===== config.mk =====
export PLATFORM = sky130hd
export DESIGN_NAME = radio_telegram_config_registers
export DESIGN_NICKNAME = d
export VERILOG_FILES = /design/src/cfg_regs_pkg.sv /design/src/cfg_fields_if.sv /design/src/config_decode.sv /design/src/radio_telegram_config_registers.sv
export SDC_FILE = /design/constraint.sdc
export NUM_CORES = 1
export LEC_CHECK = 0
export ABC_CLOCK_PERIOD_IN_PS = 2550
export BUFFER_PORTS_ARGS = -buffer_cell sky130_fd_sc_hd__buf_2
export CAP_MARGIN = 5
export CORE_ASPECT_RATIO = 2
export CORE_MARGIN = 2
export CORE_UTILIZATION = 50
export DETAILED_ROUTE_END_ITERATION = 8
export PLACE_DENSITY = 0.66
export SLEW_MARGIN = 5
export SYNTH_ARGS = -nofsm -noshare
export SYNTH_HDL_FRONTEND = slang
export SYNTH_HIERARCHICAL = 1
export SYNTH_SLANG_ARGS = --single-unit
export TNS_END_PERCENT = 30

===== constraint.sdc =====
create_clock -name ref_clk -period 2.55 [get_ports ref_clk]
set_input_delay 0.51 -clock ref_clk [delete_from_list [all_inputs] [get_ports ref_clk]]
set_output_delay 0.51 -clock ref_clk [all_outputs]
set_load 0.03 [all_outputs]

===== src/cfg_regs_pkg.sv =====
// Constants, field layouts and state type of the radio configuration bank.
// Assumes one clock domain and an 8-bit register access port.
package cfg_regs_pkg;

    // ------------------------------------------------------------------
    // Register indices
    // ------------------------------------------------------------------
    localparam logic [4:0] IDX_CHAN_A    = 5'h00;
    localparam logic [4:0] IDX_CHAN_B    = 5'h01;
    localparam logic [4:0] IDX_CHAN_C    = 5'h02;
    localparam logic [4:0] IDX_TX_A      = 5'h03;
    localparam logic [4:0] IDX_USER_BASE = 5'h04;
    localparam logic [4:0] IDX_USER_LAST = 5'h0B;
    localparam logic [4:0] IDX_TX_B      = 5'h0C;
    localparam logic [4:0] IDX_SEC_B     = 5'h0D;
    localparam logic [4:0] IDX_RUN       = 5'h0E;
    localparam logic [4:0] IDX_ACTIVE    = 5'h0F;

    // ------------------------------------------------------------------
    // Reset values and field positions
    // ------------------------------------------------------------------
    localparam logic [7:0] RST_CHAN_A = 8'h25;
    localparam logic [7:0] RST_CHAN_B = 8'h26;
    localparam logic [7:0] RST_CHAN_C = 8'h27;
    localparam logic [7:0] RST_TX_A   = 8'h00;
    localparam logic [7:0] RST_USER   = 8'h00;
    localparam logic [7:0] RST_TX_B   = 8'h20;
    localparam logic [7:0] RST_SEC_B  = 8'h20;
    localparam logic [7:0] RST_RUN    = 8'h00;
    localparam logic [7:0] SUPPRESS_CODE = 8'hFF;
    localparam logic [7:0] CHAN_MASK     = 8'h7F;
    localparam int CUSTOM_ENCODING_BIT = 6;
    localparam int CUSTOM_SEQ_BIT      = 0;
    localparam int PAIR_DISABLE_BIT    = 4;
    localparam logic [4:0] CHANNEL_BASE = 5'h0B;   // code 0 is channel 11

    // Learn-button channel stepping modes
    localparam logic [1:0] STEP_NONE    = 2'h0;
    localparam logic [1:0] STEP_PRIMARY = 2'h1;
    localparam logic [1:0] STEP_ALL     = 2'h2;
    // Key wrap modes and key choices
    localparam logic [1:0] WRAP_DEFAULT = 2'h0;
    localparam logic [1:0] WRAP_DEF_IC  = 2'h1;
    localparam logic [1:0] WRAP_IC      = 2'h2;
    localparam logic [1:0] KEY_FIRST    = 2'h0;
    localparam logic [1:0] KEY_SECOND   = 2'h1;

    // Primary channel codes (channels 11, 15, 20, 25)
    localparam logic [3:0] PRIM_0 = 4'h0;
    localparam logic [3:0] PRIM_1 = 4'h4;
    localparam logic [3:0] PRIM_2 = 4'h9;
    localparam logic [3:0] PRIM_3 = 4'hE;

    // ------------------------------------------------------------------
    // Module state
    // ------------------------------------------------------------------
    typedef struct packed {
        logic [7:0]      chan_a;
        logic [7:0]      chan_b;
        logic [7:0]      chan_c;
        logic [7:0]      tx_a;
        logic [7:0][7:0] user;
        logic [7:0]      tx_b;
        logic [7:0]      sec_b;
        logic [7:0]      run;
        logic [3:0]      active_code;
        logic [1:0]      learn_sync;
        logic [1:0]      harv_sync;
        logic            harv_prev;
        logic [7:0]      rdata;
        logic            tel_valid;
        logic            tel_supp;
        logic [7:0]      tel_status;
        logic            pair_req;
    } bank_state_t;

    localparam bank_state_t RESET_STATE = '{
        chan_a: RST_CHAN_A, chan_b: RST_CHAN_B, chan_c: RST_CHAN_C,
        tx_a: RST_TX_A, user: {8{RST_USER}}, tx_b: RST_TX_B,
        sec_b: RST_SEC_B, run: RST_RUN, active_code: 4'h0,
        learn_sync: 2'h0, harv_sync: 2'h0, harv_prev: 1'b0,
        rdata: 8'h00, tel_valid: 1'b0, tel_supp: 1'b0,
        tel_status: 8'h00, pair_req: 1'b0};

endpackage : cfg_regs_pkg


===== src/cfg_fields_if.sv =====
// Interface carrying raw register fields to the decoder and decoded
// settings back. Assumes both ends sit on the same clock.
`timescale 1ns/1ns
interface cfg_fields_if;
    logic       clk;
    logic [7:0] tx_b;
    logic [7:0] sec_b;
    logic [3:0] active_code;
    logic [1:0] step_mode;
    logic [1:0] wrap_mode;
    logic [1:0] key_choice;
    logic       pairing_allowed;
    logic [3:0] next_code;
    logic [4:0] channel_number;

    modport bank (output clk, tx_b, sec_b, active_code,
                  input step_mode, wrap_mode, key_choice,
                  pairing_allowed, next_code, channel_number);
    modport decode (input clk, tx_b, sec_b, active_code,
                    output step_mode, wrap_mode, key_choice,
                    pairing_allowed, next_code, channel_number);
endinterface : cfg_fields_if


===== src/config_decode.sv =====
// Decoder of the second-protocol transmit and security fields.
// Assumes register values arrive from the bank through cfg_fields_if.
`timescale 1ns/1ns
module config_decode (
    // Fields and decoded settings
    cfg_fields_if.decode f
);
    import cfg_regs_pkg::*;

    // ------------------------------------------------------------------
    // Next primary channel code above the current one, wrapping around
    // ------------------------------------------------------------------
    function automatic logic [3:0] next_primary(input logic [3:0] code);
        if (code < PRIM_1)
            next_primary = PRIM_1;
        else if (code < PRIM_2)
            next_primary = PRIM_2;
        else if (code < PRIM_3)
            next_primary = PRIM_3;
        else
            next_primary = PRIM_0;
    endfunction : next_primary

    // ------------------------------------------------------------------
    // Field decode; reserved codes fall back to the field default
    // ------------------------------------------------------------------
    always_comb begin
        f.step_mode = (f.tx_b[5:4] == 2'h3) ? STEP_ALL : f.tx_b[5:4];
        f.wrap_mode = (f.sec_b[1:0] == 2'h3) ? WRAP_DEFAULT
                                             : f.sec_b[1:0];
        f.key_choice = (f.sec_b[3:2] == KEY_SECOND) ? KEY_SECOND
                                                    : KEY_FIRST;
        // Bit 5 of the security register is never looked at
        f.pairing_allowed = ~f.sec_b[PAIR_DISABLE_BIT];
        f.channel_number = CHANNEL_BASE + {1'b0, f.active_code};
        unique case (f.step_mode)
            STEP_PRIMARY: f.next_code = next_primary(f.active_code);
            STEP_ALL:     f.next_code = f.active_code + 4'h1;
            default:      f.next_code = f.active_code;
        endcase
    end
endmodule : config_decode


===== src/radio_telegram_config_registers.sv =====
// Configuration bank of a self-powered pushbutton radio transmitter:
// custom channels, user status codes, second-protocol channel and security.
// Assumes an 8-bit register access port driven on ref_clk, status events
// from same-clock logic, and learn button and harvester levels from pins.
//
// Notes on behaviour
// - Custom channels are 7 bits, bit 7 reserved, resets 0x25, 0x26, 0x27.
// - Custom sequences on make the custom channels replace the standard ones.
// - Custom encoding sends the user status register picked by the index.
// - Index 0 (inputs open, harvester pressed) sends user status zero.
// - A selected user status of 0xFF suppresses the data telegram.
// - Channel code 0..15 in bits 3:0 maps to channel 11..26.
// - Bits 5:4 pick no, primary or full stepping from the configured channel.
// - Transmit register B resets to 0x20: channel 11, full stepping.
// - Security bits 1:0 pick the key wrap of pairing telegrams.
// - The key field picks the first key on 00 and the second key on 01.
// - Security bit 4 low lets a learn action send pairing; high blocks it.
// - Transmit register A bit 6 picks default or custom status encoding.
`timescale 1ns/1ns
module radio_telegram_config_registers (
    // Clock and reset
    input  wire logic       ref_clk,
    input  wire logic       rst_n,
    // Register access port
    input  wire logic       cfg_valid,
    input  wire logic       cfg_write,
    input  wire logic [4:0] cfg_index,
    input  wire logic [7:0] cfg_wdata,
    output logic      [7:0] cfg_rdata,
    // Status events from the input sensing logic
    input  wire logic       status_event,
    input  wire logic [2:0] status_index,
    // Pins
    input  wire logic       learn_button,
    input  wire logic       harvester_press,
    // Telegram requests
    output logic            telegram_valid,
    output logic            telegram_suppressed,
    output logic      [7:0] telegram_status,
    output logic            pairing_request,
    // Radio settings
    output logic            custom_sequence_active,
    output logic      [6:0] custom_channel_number_a,
    output logic      [6:0] custom_channel_number_b,
    output logic      [6:0] custom_channel_number_c,
    output logic      [4:0] proto_b_channel_number,
    output logic      [1:0] button_channel_stepping,
    output logic      [1:0] pairing_key_wrap_mode,
    output logic      [1:0] auth_key_choice
);
    import cfg_regs_pkg::*;

    bank_state_t st;
    bank_state_t next_st;
    cfg_fields_if fields ();
    logic         wr;
    logic         pair_event;
    logic [7:0]   picked;

    // ------------------------------------------------------------------
    // Field decoder
    // ------------------------------------------------------------------
    config_decode u_decode (
        .f (fields.decode)
    );

    // Clock and raw fields out to the decoder
    assign fields.clk         = ref_clk;
    assign fields.tx_b        = st.tx_b;
    assign fields.sec_b       = st.sec_b;
    assign fields.active_code = st.active_code;

    // ------------------------------------------------------------------
    // Read mux; unmapped indices read zero
    // ------------------------------------------------------------------
    function automatic logic [7:0] read_reg(input bank_state_t s,
                                            input logic [4:0] idx);
        if (idx >= IDX_USER_BASE && idx <= IDX_USER_LAST)
            read_reg = s.user[3'(idx - IDX_USER_BASE)];
        else begin
            unique case (idx)
                IDX_CHAN_A: read_reg = s.chan_a;
                IDX_CHAN_B: read_reg = s.chan_b;
                IDX_CHAN_C: read_reg = s.chan_c;
                IDX_TX_A:   read_reg = s.tx_a;
                IDX_TX_B:   read_reg = s.tx_b;
                IDX_SEC_B:  read_reg = s.sec_b;
                IDX_RUN:    read_reg = s.run;
                IDX_ACTIVE: read_reg = {4'h0, s.active_code};
                default:    read_reg = 8'h00;
            endcase
        end
    endfunction : read_reg

    assign wr         = cfg_valid & cfg_write;
    // Harvester rising edge while the learn button is held
    assign pair_event = st.harv_sync[1] & ~st.harv_prev & st.learn_sync[1];
    assign picked     = st.user[status_index];

    // ------------------------------------------------------------------
    // Next state
    // ------------------------------------------------------------------
    always_comb begin
        next_st = st;
        // Pins pass two flops before anything reads them
        next_st.learn_sync = {st.learn_sync[0], learn_button};
        next_st.harv_sync  = {st.harv_sync[0], harvester_press};
        next_st.harv_prev  = st.harv_sync[1];
        next_st.rdata      = (cfg_valid & ~cfg_write)
                           ? read_reg(st, cfg_index) : st.rdata;
        // Channel stepping on a learn action; a transmit register B write wins since
        // stepping must restart from the freshly configured channel
        if (pair_event)
            next_st.active_code = fields.next_code;
        if (wr) begin
            if (cfg_index >= IDX_USER_BASE && cfg_index <= IDX_USER_LAST)
                next_st.user[3'(cfg_index - IDX_USER_BASE)] = cfg_wdata;
            unique case (cfg_index)
                IDX_CHAN_A: next_st.chan_a = cfg_wdata & CHAN_MASK;
                IDX_CHAN_B: next_st.chan_b = cfg_wdata & CHAN_MASK;
                IDX_CHAN_C: next_st.chan_c = cfg_wdata & CHAN_MASK;
                IDX_TX_A:   next_st.tx_a   = cfg_wdata;
                IDX_TX_B: begin
                    next_st.tx_b        = cfg_wdata;
                    next_st.active_code = cfg_wdata[3:0];
                end
                IDX_SEC_B:  next_st.sec_b  = cfg_wdata;
                IDX_RUN:    next_st.run    = cfg_wdata;
                default: ;
            endcase
        end
        // Status telegram: custom code, suppression, or default index
        next_st.tel_valid  = 1'b0;
        next_st.tel_supp   = 1'b0;
        if (status_event) begin
            if (st.tx_a[CUSTOM_ENCODING_BIT]) begin
                next_st.tel_supp   = (picked == SUPPRESS_CODE);
                next_st.tel_valid  = (picked != SUPPRESS_CODE);
                next_st.tel_status = picked;
            end else begin
                next_st.tel_valid  = 1'b1;
                next_st.tel_status = {5'h00, status_index};
            end
        end
        next_st.pair_req = pair_event & fields.pairing_allowed;
    end

    // ------------------------------------------------------------------
    // State register
    // ------------------------------------------------------------------
    always_ff @(posedge ref_clk or negedge rst_n) begin
        if (!rst_n)
            st <= RESET_STATE;
        else
            st <= next_st;
    end

    // ------------------------------------------------------------------
    // Outputs
    // ------------------------------------------------------------------
    assign cfg_rdata               = st.rdata;
    assign telegram_valid          = st.tel_valid;
    assign telegram_suppressed     = st.tel_supp;
    assign telegram_status         = st.tel_status;
    assign pairing_request         = st.pair_req;
    assign custom_sequence_active  = st.run[CUSTOM_SEQ_BIT];
    assign custom_channel_number_a = st.chan_a[6:0];
    assign custom_channel_number_b = st.chan_b[6:0];
    assign custom_channel_number_c = st.chan_c[6:0];
    assign proto_b_channel_number  = fields.channel_number;
    assign button_channel_stepping = fields.step_mode;
    assign pairing_key_wrap_mode   = fields.wrap_mode;
    assign auth_key_choice         = fields.key_choice;
endmodule : radio_telegram_config_registers


Word level (Yosys, flattened, before mapping)
Index checks and enable logic that the tools add are counted.
Widths: inputs -> output; s select.
- register bits after elaboration: 145
- bits of input ports: 23
- output and inout port bits: 52
- logic and storage cells: 91
- $add $sub $neg: 3
- magnitude comparators: 8
- eq/ne operators: 14
- muxes and demuxes: 23
- bitwise logic cells: 8
- reduce and logical (&&, ||, !) cells: 11
- operators with widths (kind ; number):
    $bwmux 64 ; 1
    $pmux 8 s8 ; 1
    $bmux 8 s3 ; 2
    $mux 8 ; 5
    $demux 8 s3 ; 1
    $mux 4 ; 6
    $eq 5x4->1 const B ; 4
    $reduce_and 2->1 ; 8
    $eq 5x2->1 const B ; 2
    $mux 10 ; 1
    $eq 8x8->1 const B ; 1
    $lt 3x4->1 const B ; 2
    $lt 4x4->1 const B ; 2
    $ne 8x8->1 const B ; 1
    $pmux 4 s2 ; 1
    $eq 2x2->1 const B ; 3
    $add 4x4->5 const A ; 1
    $and 1x1->1 ; 5
    $eq 5x1->1 const B ; 1
    $ge 5x3->1 const B ; 1
    $le 5x4->1 const B ; 1
    $logic_not 5->1 ; 1
    $add 4x1->4 const B ; 1
    $eq 2x1->1 const B ; 2
    other kinds (7) ; 13

Logic depth before layout (Yosys ltp)
- depth after elaboration: 8
- mapped depth: 7
- mapped depth without buffers: 7

Modules after synthesis
The synthesis kept the hierarchy.
- modules (own cells, without submodules) (module ; instances ; cells an instance ; area each (µm²) ; sequential area each (µm²)):
    radio_telegram_config_registers ; 1 ; 521 ; 7345.8 ; 3643.5
    config_decode ; 1 ; 45 ; 287.8 ; 0.0

Worst setup path before layout
Ideal clock, no wire load.
- kind: in2reg
- from: input cfg_index[3]
- to: register st[92] (netlist bit)
- library setup time: 0.125 ns
- arrival time: 1.951 ns
- data required time: 2.425 ns
- slack: 0.474 ns
- cell stages on the path: 6
- path buffers: 2
- path through: buf_4 -> xnor2_1 -> or3_1 -> buf_2 -> nor3_4 -> mux2_2
- longest elaborated chain between the ends: 3
- elaborated cells on any way between the ends: 4
- classes of those cells: order compare: 2; reduce/logical: 2
- RTL lines (element ; line ; source):
    from (decl) ; radio_telegram_config_registers.sv:27 ; input wire logic [4:0] cfg_index,
    $ge 5x3->1 or $le 5x4->1 (tied branches) ; radio_telegram_config_registers.sv:116 ; if (cfg_index >= IDX_USER_BASE && cfg_index <= IDX_USER_LAST)
    $logic_and 1x1->1 * ; radio_telegram_config_registers.sv:116 ;
    $reduce_and 2->1 (no line) * ; - ;
    to (signal assigned) ; radio_telegram_config_registers.sv:155 ; st <= next_st;
    to (decl) ; radio_telegram_config_registers.sv:53 ; bank_state_t st;
Every way passes the cells marked *; elsewhere a longest branch is shown, timed or not.
A chain may end at the register's enable or synchronous reset.

Worst setup path in the final report
- from: register st, in the netlist fields.active_code[1]
- to: output proto_b_channel_number[4]
- longest elaborated chain between the ends: 1
- RTL lines (element ; line ; source):
    $add 4x4->5 ; config_decode.sv:35 ; f.channel_number = CHANNEL_BASE + {1'b0, f.active_code};
    to (decl) ; radio_telegram_config_registers.sv:46 ; output logic [4:0] proto_b_channel_number,
No other way between the ends.

==> results.toml <==
[placed_design]
placed_cells = 781
io_buffers = 73
place_area_sq_um = 7970
dpl.hpwl_um = 13300
pre_cts_slack_ns = 0.211
gp_congestion = 0.863

[die]
fp.coreArea_sq_um = 14900
initial_utilization = 0.512
num_io_pins = 75
die_h_um = 179
dieArea_sq_um = 16300
rows = 63
die_w_um = 91.4

[final_layout]
final_cells = 813
post-route-util = 0.572
final_nets = 630
fin_area_sq_um = 8520
layout_common_cells = "133 x dfrtp_1, 115 x mux2_2, 72 x buf_2"
antenna_cells = 0
drive_above_1_share = 0.505
final_common_cell = "dfrtp_1"
area_growth_pct = 11.7

[yosys]
synthArstFlopShare = 1.00
ys_types = 50
synth-seq-area-share = 0.477
synth_area_leaders = "dfrtp_1 44%, mux2_2 17%, mux4_2 12%"
yosysTopAreaCell = "dfrtp_1"
synth_seq_cells = 145
synth_area_sq_um = 7630
syn_nets = 591
synthFlopType = "dfrtp_1"
synth_edf_count = 0
yosysWarnings = 6
synthCells = 566
yosysTopAreaCellShare = 0.436
avgSynthCellArea_sq_um = 13.5

[timing]
setup_viol = 0
setup_tns_ns = 0
clock.fmax_ghz = 0.450
worst_slew_pin_slew_ns = 0.622
setup_ws_ns = 0.329
fin_skew_ns = 0.00886
hold-worst-slack_ns = 0.0634
maxSlewViolCount = 0
period_minus_slack_ns = 2.22
rsz0062_at_grt = "false"
hold_violations = 0
maxSlewHeadroom = 0.584
post-route-period-util = 0.871

[route]
wl_per_cell_um = 22.6
ant_nets = 0
drc_errors = 0
drt_iter0_markers = 185
dr.pass1.iters = 4
viasPerCell = 5.97
routed_wl_um = 18400
vias = 4857

[pwr]
seqPwrFrac = 0.434
p_comb_frac = 0.228
max-vdd-ir-drop_mv = 0.498
switching_share = 0.323
total_power_mw = 6.89
p_sw_mw = 2.23
power_frac_clock = 0.338
power_density_nw_per_um2 = 808
power.internal_mw = 4.66
leakagePower_nw = 3.90

[min_path]
hold_path_class = "in2async"

[clock_network]
cts_tree = "done"
ctsHtreeMaxLevel = 4
clk_path_buf_depth = 2
post_cts_buffers = 0
clkSinkCount = 145
cts_root_buf = "clkbuf_16"
clkLatencyLatePin_ns = 0.43
cts_made_buffers = 17
cts-resized-gates = 0
clkTransAtPathRegs_ns = 0.06
cts_hold_buf = 0

[setup_path]
start_kind = "register"
cp-end-kind = "output port"
reg2reg_to = "fields.active_code[0]$_DFF_PN0_"
crit_arrival_ns = 1.71
r2r_start = "fields.active_code[1]$_DFF_PN0_"
crit_type = "reg2out"
reg2reg_slack_ns = 0.82
critPathMaxFanout = 8
reg2reg_depth = 7
worstPathRequired_ns = 2.04

[grt]
grt_max_degree = 60
grt_overflow = 0
grt_pass1_wl_um = 29200
grt.total_usage = 0.239
grt_pass1_vias = 5115
antenna_found_initial = 0

[status]
status = "complete, no violations"

[job]
max_cap_violations = 0
## worst max-delay path: stages, from the launching register on
cell and delay, ns:
dfrtp_1 0.47, inv_1 0.12, ha_1 0.24, inv_1 0.09, a21o_2 0.21, buf_2 0.17
## state kept, by name, summed over array words and instances, names as in the netlist
signal                   count
cfg_rdata                    8
custom_sequence_active       1
telegram_valid               1
next_st                      3
st                          81
fields.sec_b                 8
telegram_status              8
telegram_suppressed          1
custom_channel_number_c      7
pairing_request              1
custom_channel_number_a      7
fields.active_code           4
custom_channel_number_b      7
fields.tx_b                  8
## synthesized netlist by cell type (5+ instances only)
| master | instances |
|---|---|
| nor2_4 | 6 |
| or2_2 | 5 |
| nand2_1 | 13 |
| nor2_1 | 15 |
| inv_1 | 13 |
| nand2b_1 | 8 |
| clkbuf_1 | 16 |
| mux2i_1 | 17 |
| a22oi_1 | 14 |
| mux4_2 | 40 |
| dfstp_2 | 12 |
| dfrtp_1 | 133 |
| buf_4 | 42 |
| nor2b_1 | 11 |
| buf_2 | 11 |
| nand3_1 | 5 |
| o21ai_0 | 14 |
| mux2_1 | 6 |
| o2bb2ai_1 | 8 |
| a31oi_1 | 7 |
| mux2_2 | 115 |
| nand3b_1 | 7 |
## layer usage
metal	track usage	vias to the layer above	wire, um
met5	0	-	0
met2	0.452	134	10500
met3	0.0345	36	668
met1	0.264	2573	6670
met4	0.105	0	551
li1	-	2114	-
## power groups by stage
stage	registers, mW	clock network, mW	logic (mW)
floorplan	2.87	0	1.35
global placement	3.00	0	1.53
detailed placement	3.02	0	1.57
CTS	2.99	2.38	1.58
global route	3.04	2.48	1.69
finish	2.99	2.33	1.57
## worst max-delay path by stage
stage                                           end  slack [ns]                       startpoint
final                     proto_b_channel_number[4]        0.33  fields.active_code[1]$_DFF_PN0_
after global routing      proto_b_channel_number[4]        0.23  fields.active_code[0]$_DFF_PN0_
after CTS                 proto_b_channel_number[4]        0.32  fields.active_code[1]$_DFF_PN0_
after detailed placement         st[72]$_DFFE_PN0P_        0.21                     cfg_index[0]
after global placement           st[72]$_DFFE_PN0P_        0.23                     cfg_index[0]
after floorplan                  st[92]$_DFFE_PN0P_        0.47                     cfg_index[3]
## cell families after synthesis
logic type | share of synthesized area
buffers and inverters | 0.0692
muxes | 0.319
and+or+nand+nor | 0.0702
adders and majority gates | 0.00328
xor gates and xnor gates | 0.00459
AOI/OAI and AO/OA | 0.0562
DFF | 0.477
other | 0.000491
## layout make-up
type | instances | area [sq um]
Fill cell | 1214 | 6370
Inverter | 13 | 48.8
Sequential cell | 145 | 3640
Timing Repair Buffer | 96 | 569
Multi-Input combinational cell | 332 | 3460
Clock inverter | 14 | 116
Tap cell | 195 | 244
Clock buffer | 18 | 439
Power figures use the tool's default switching activity.
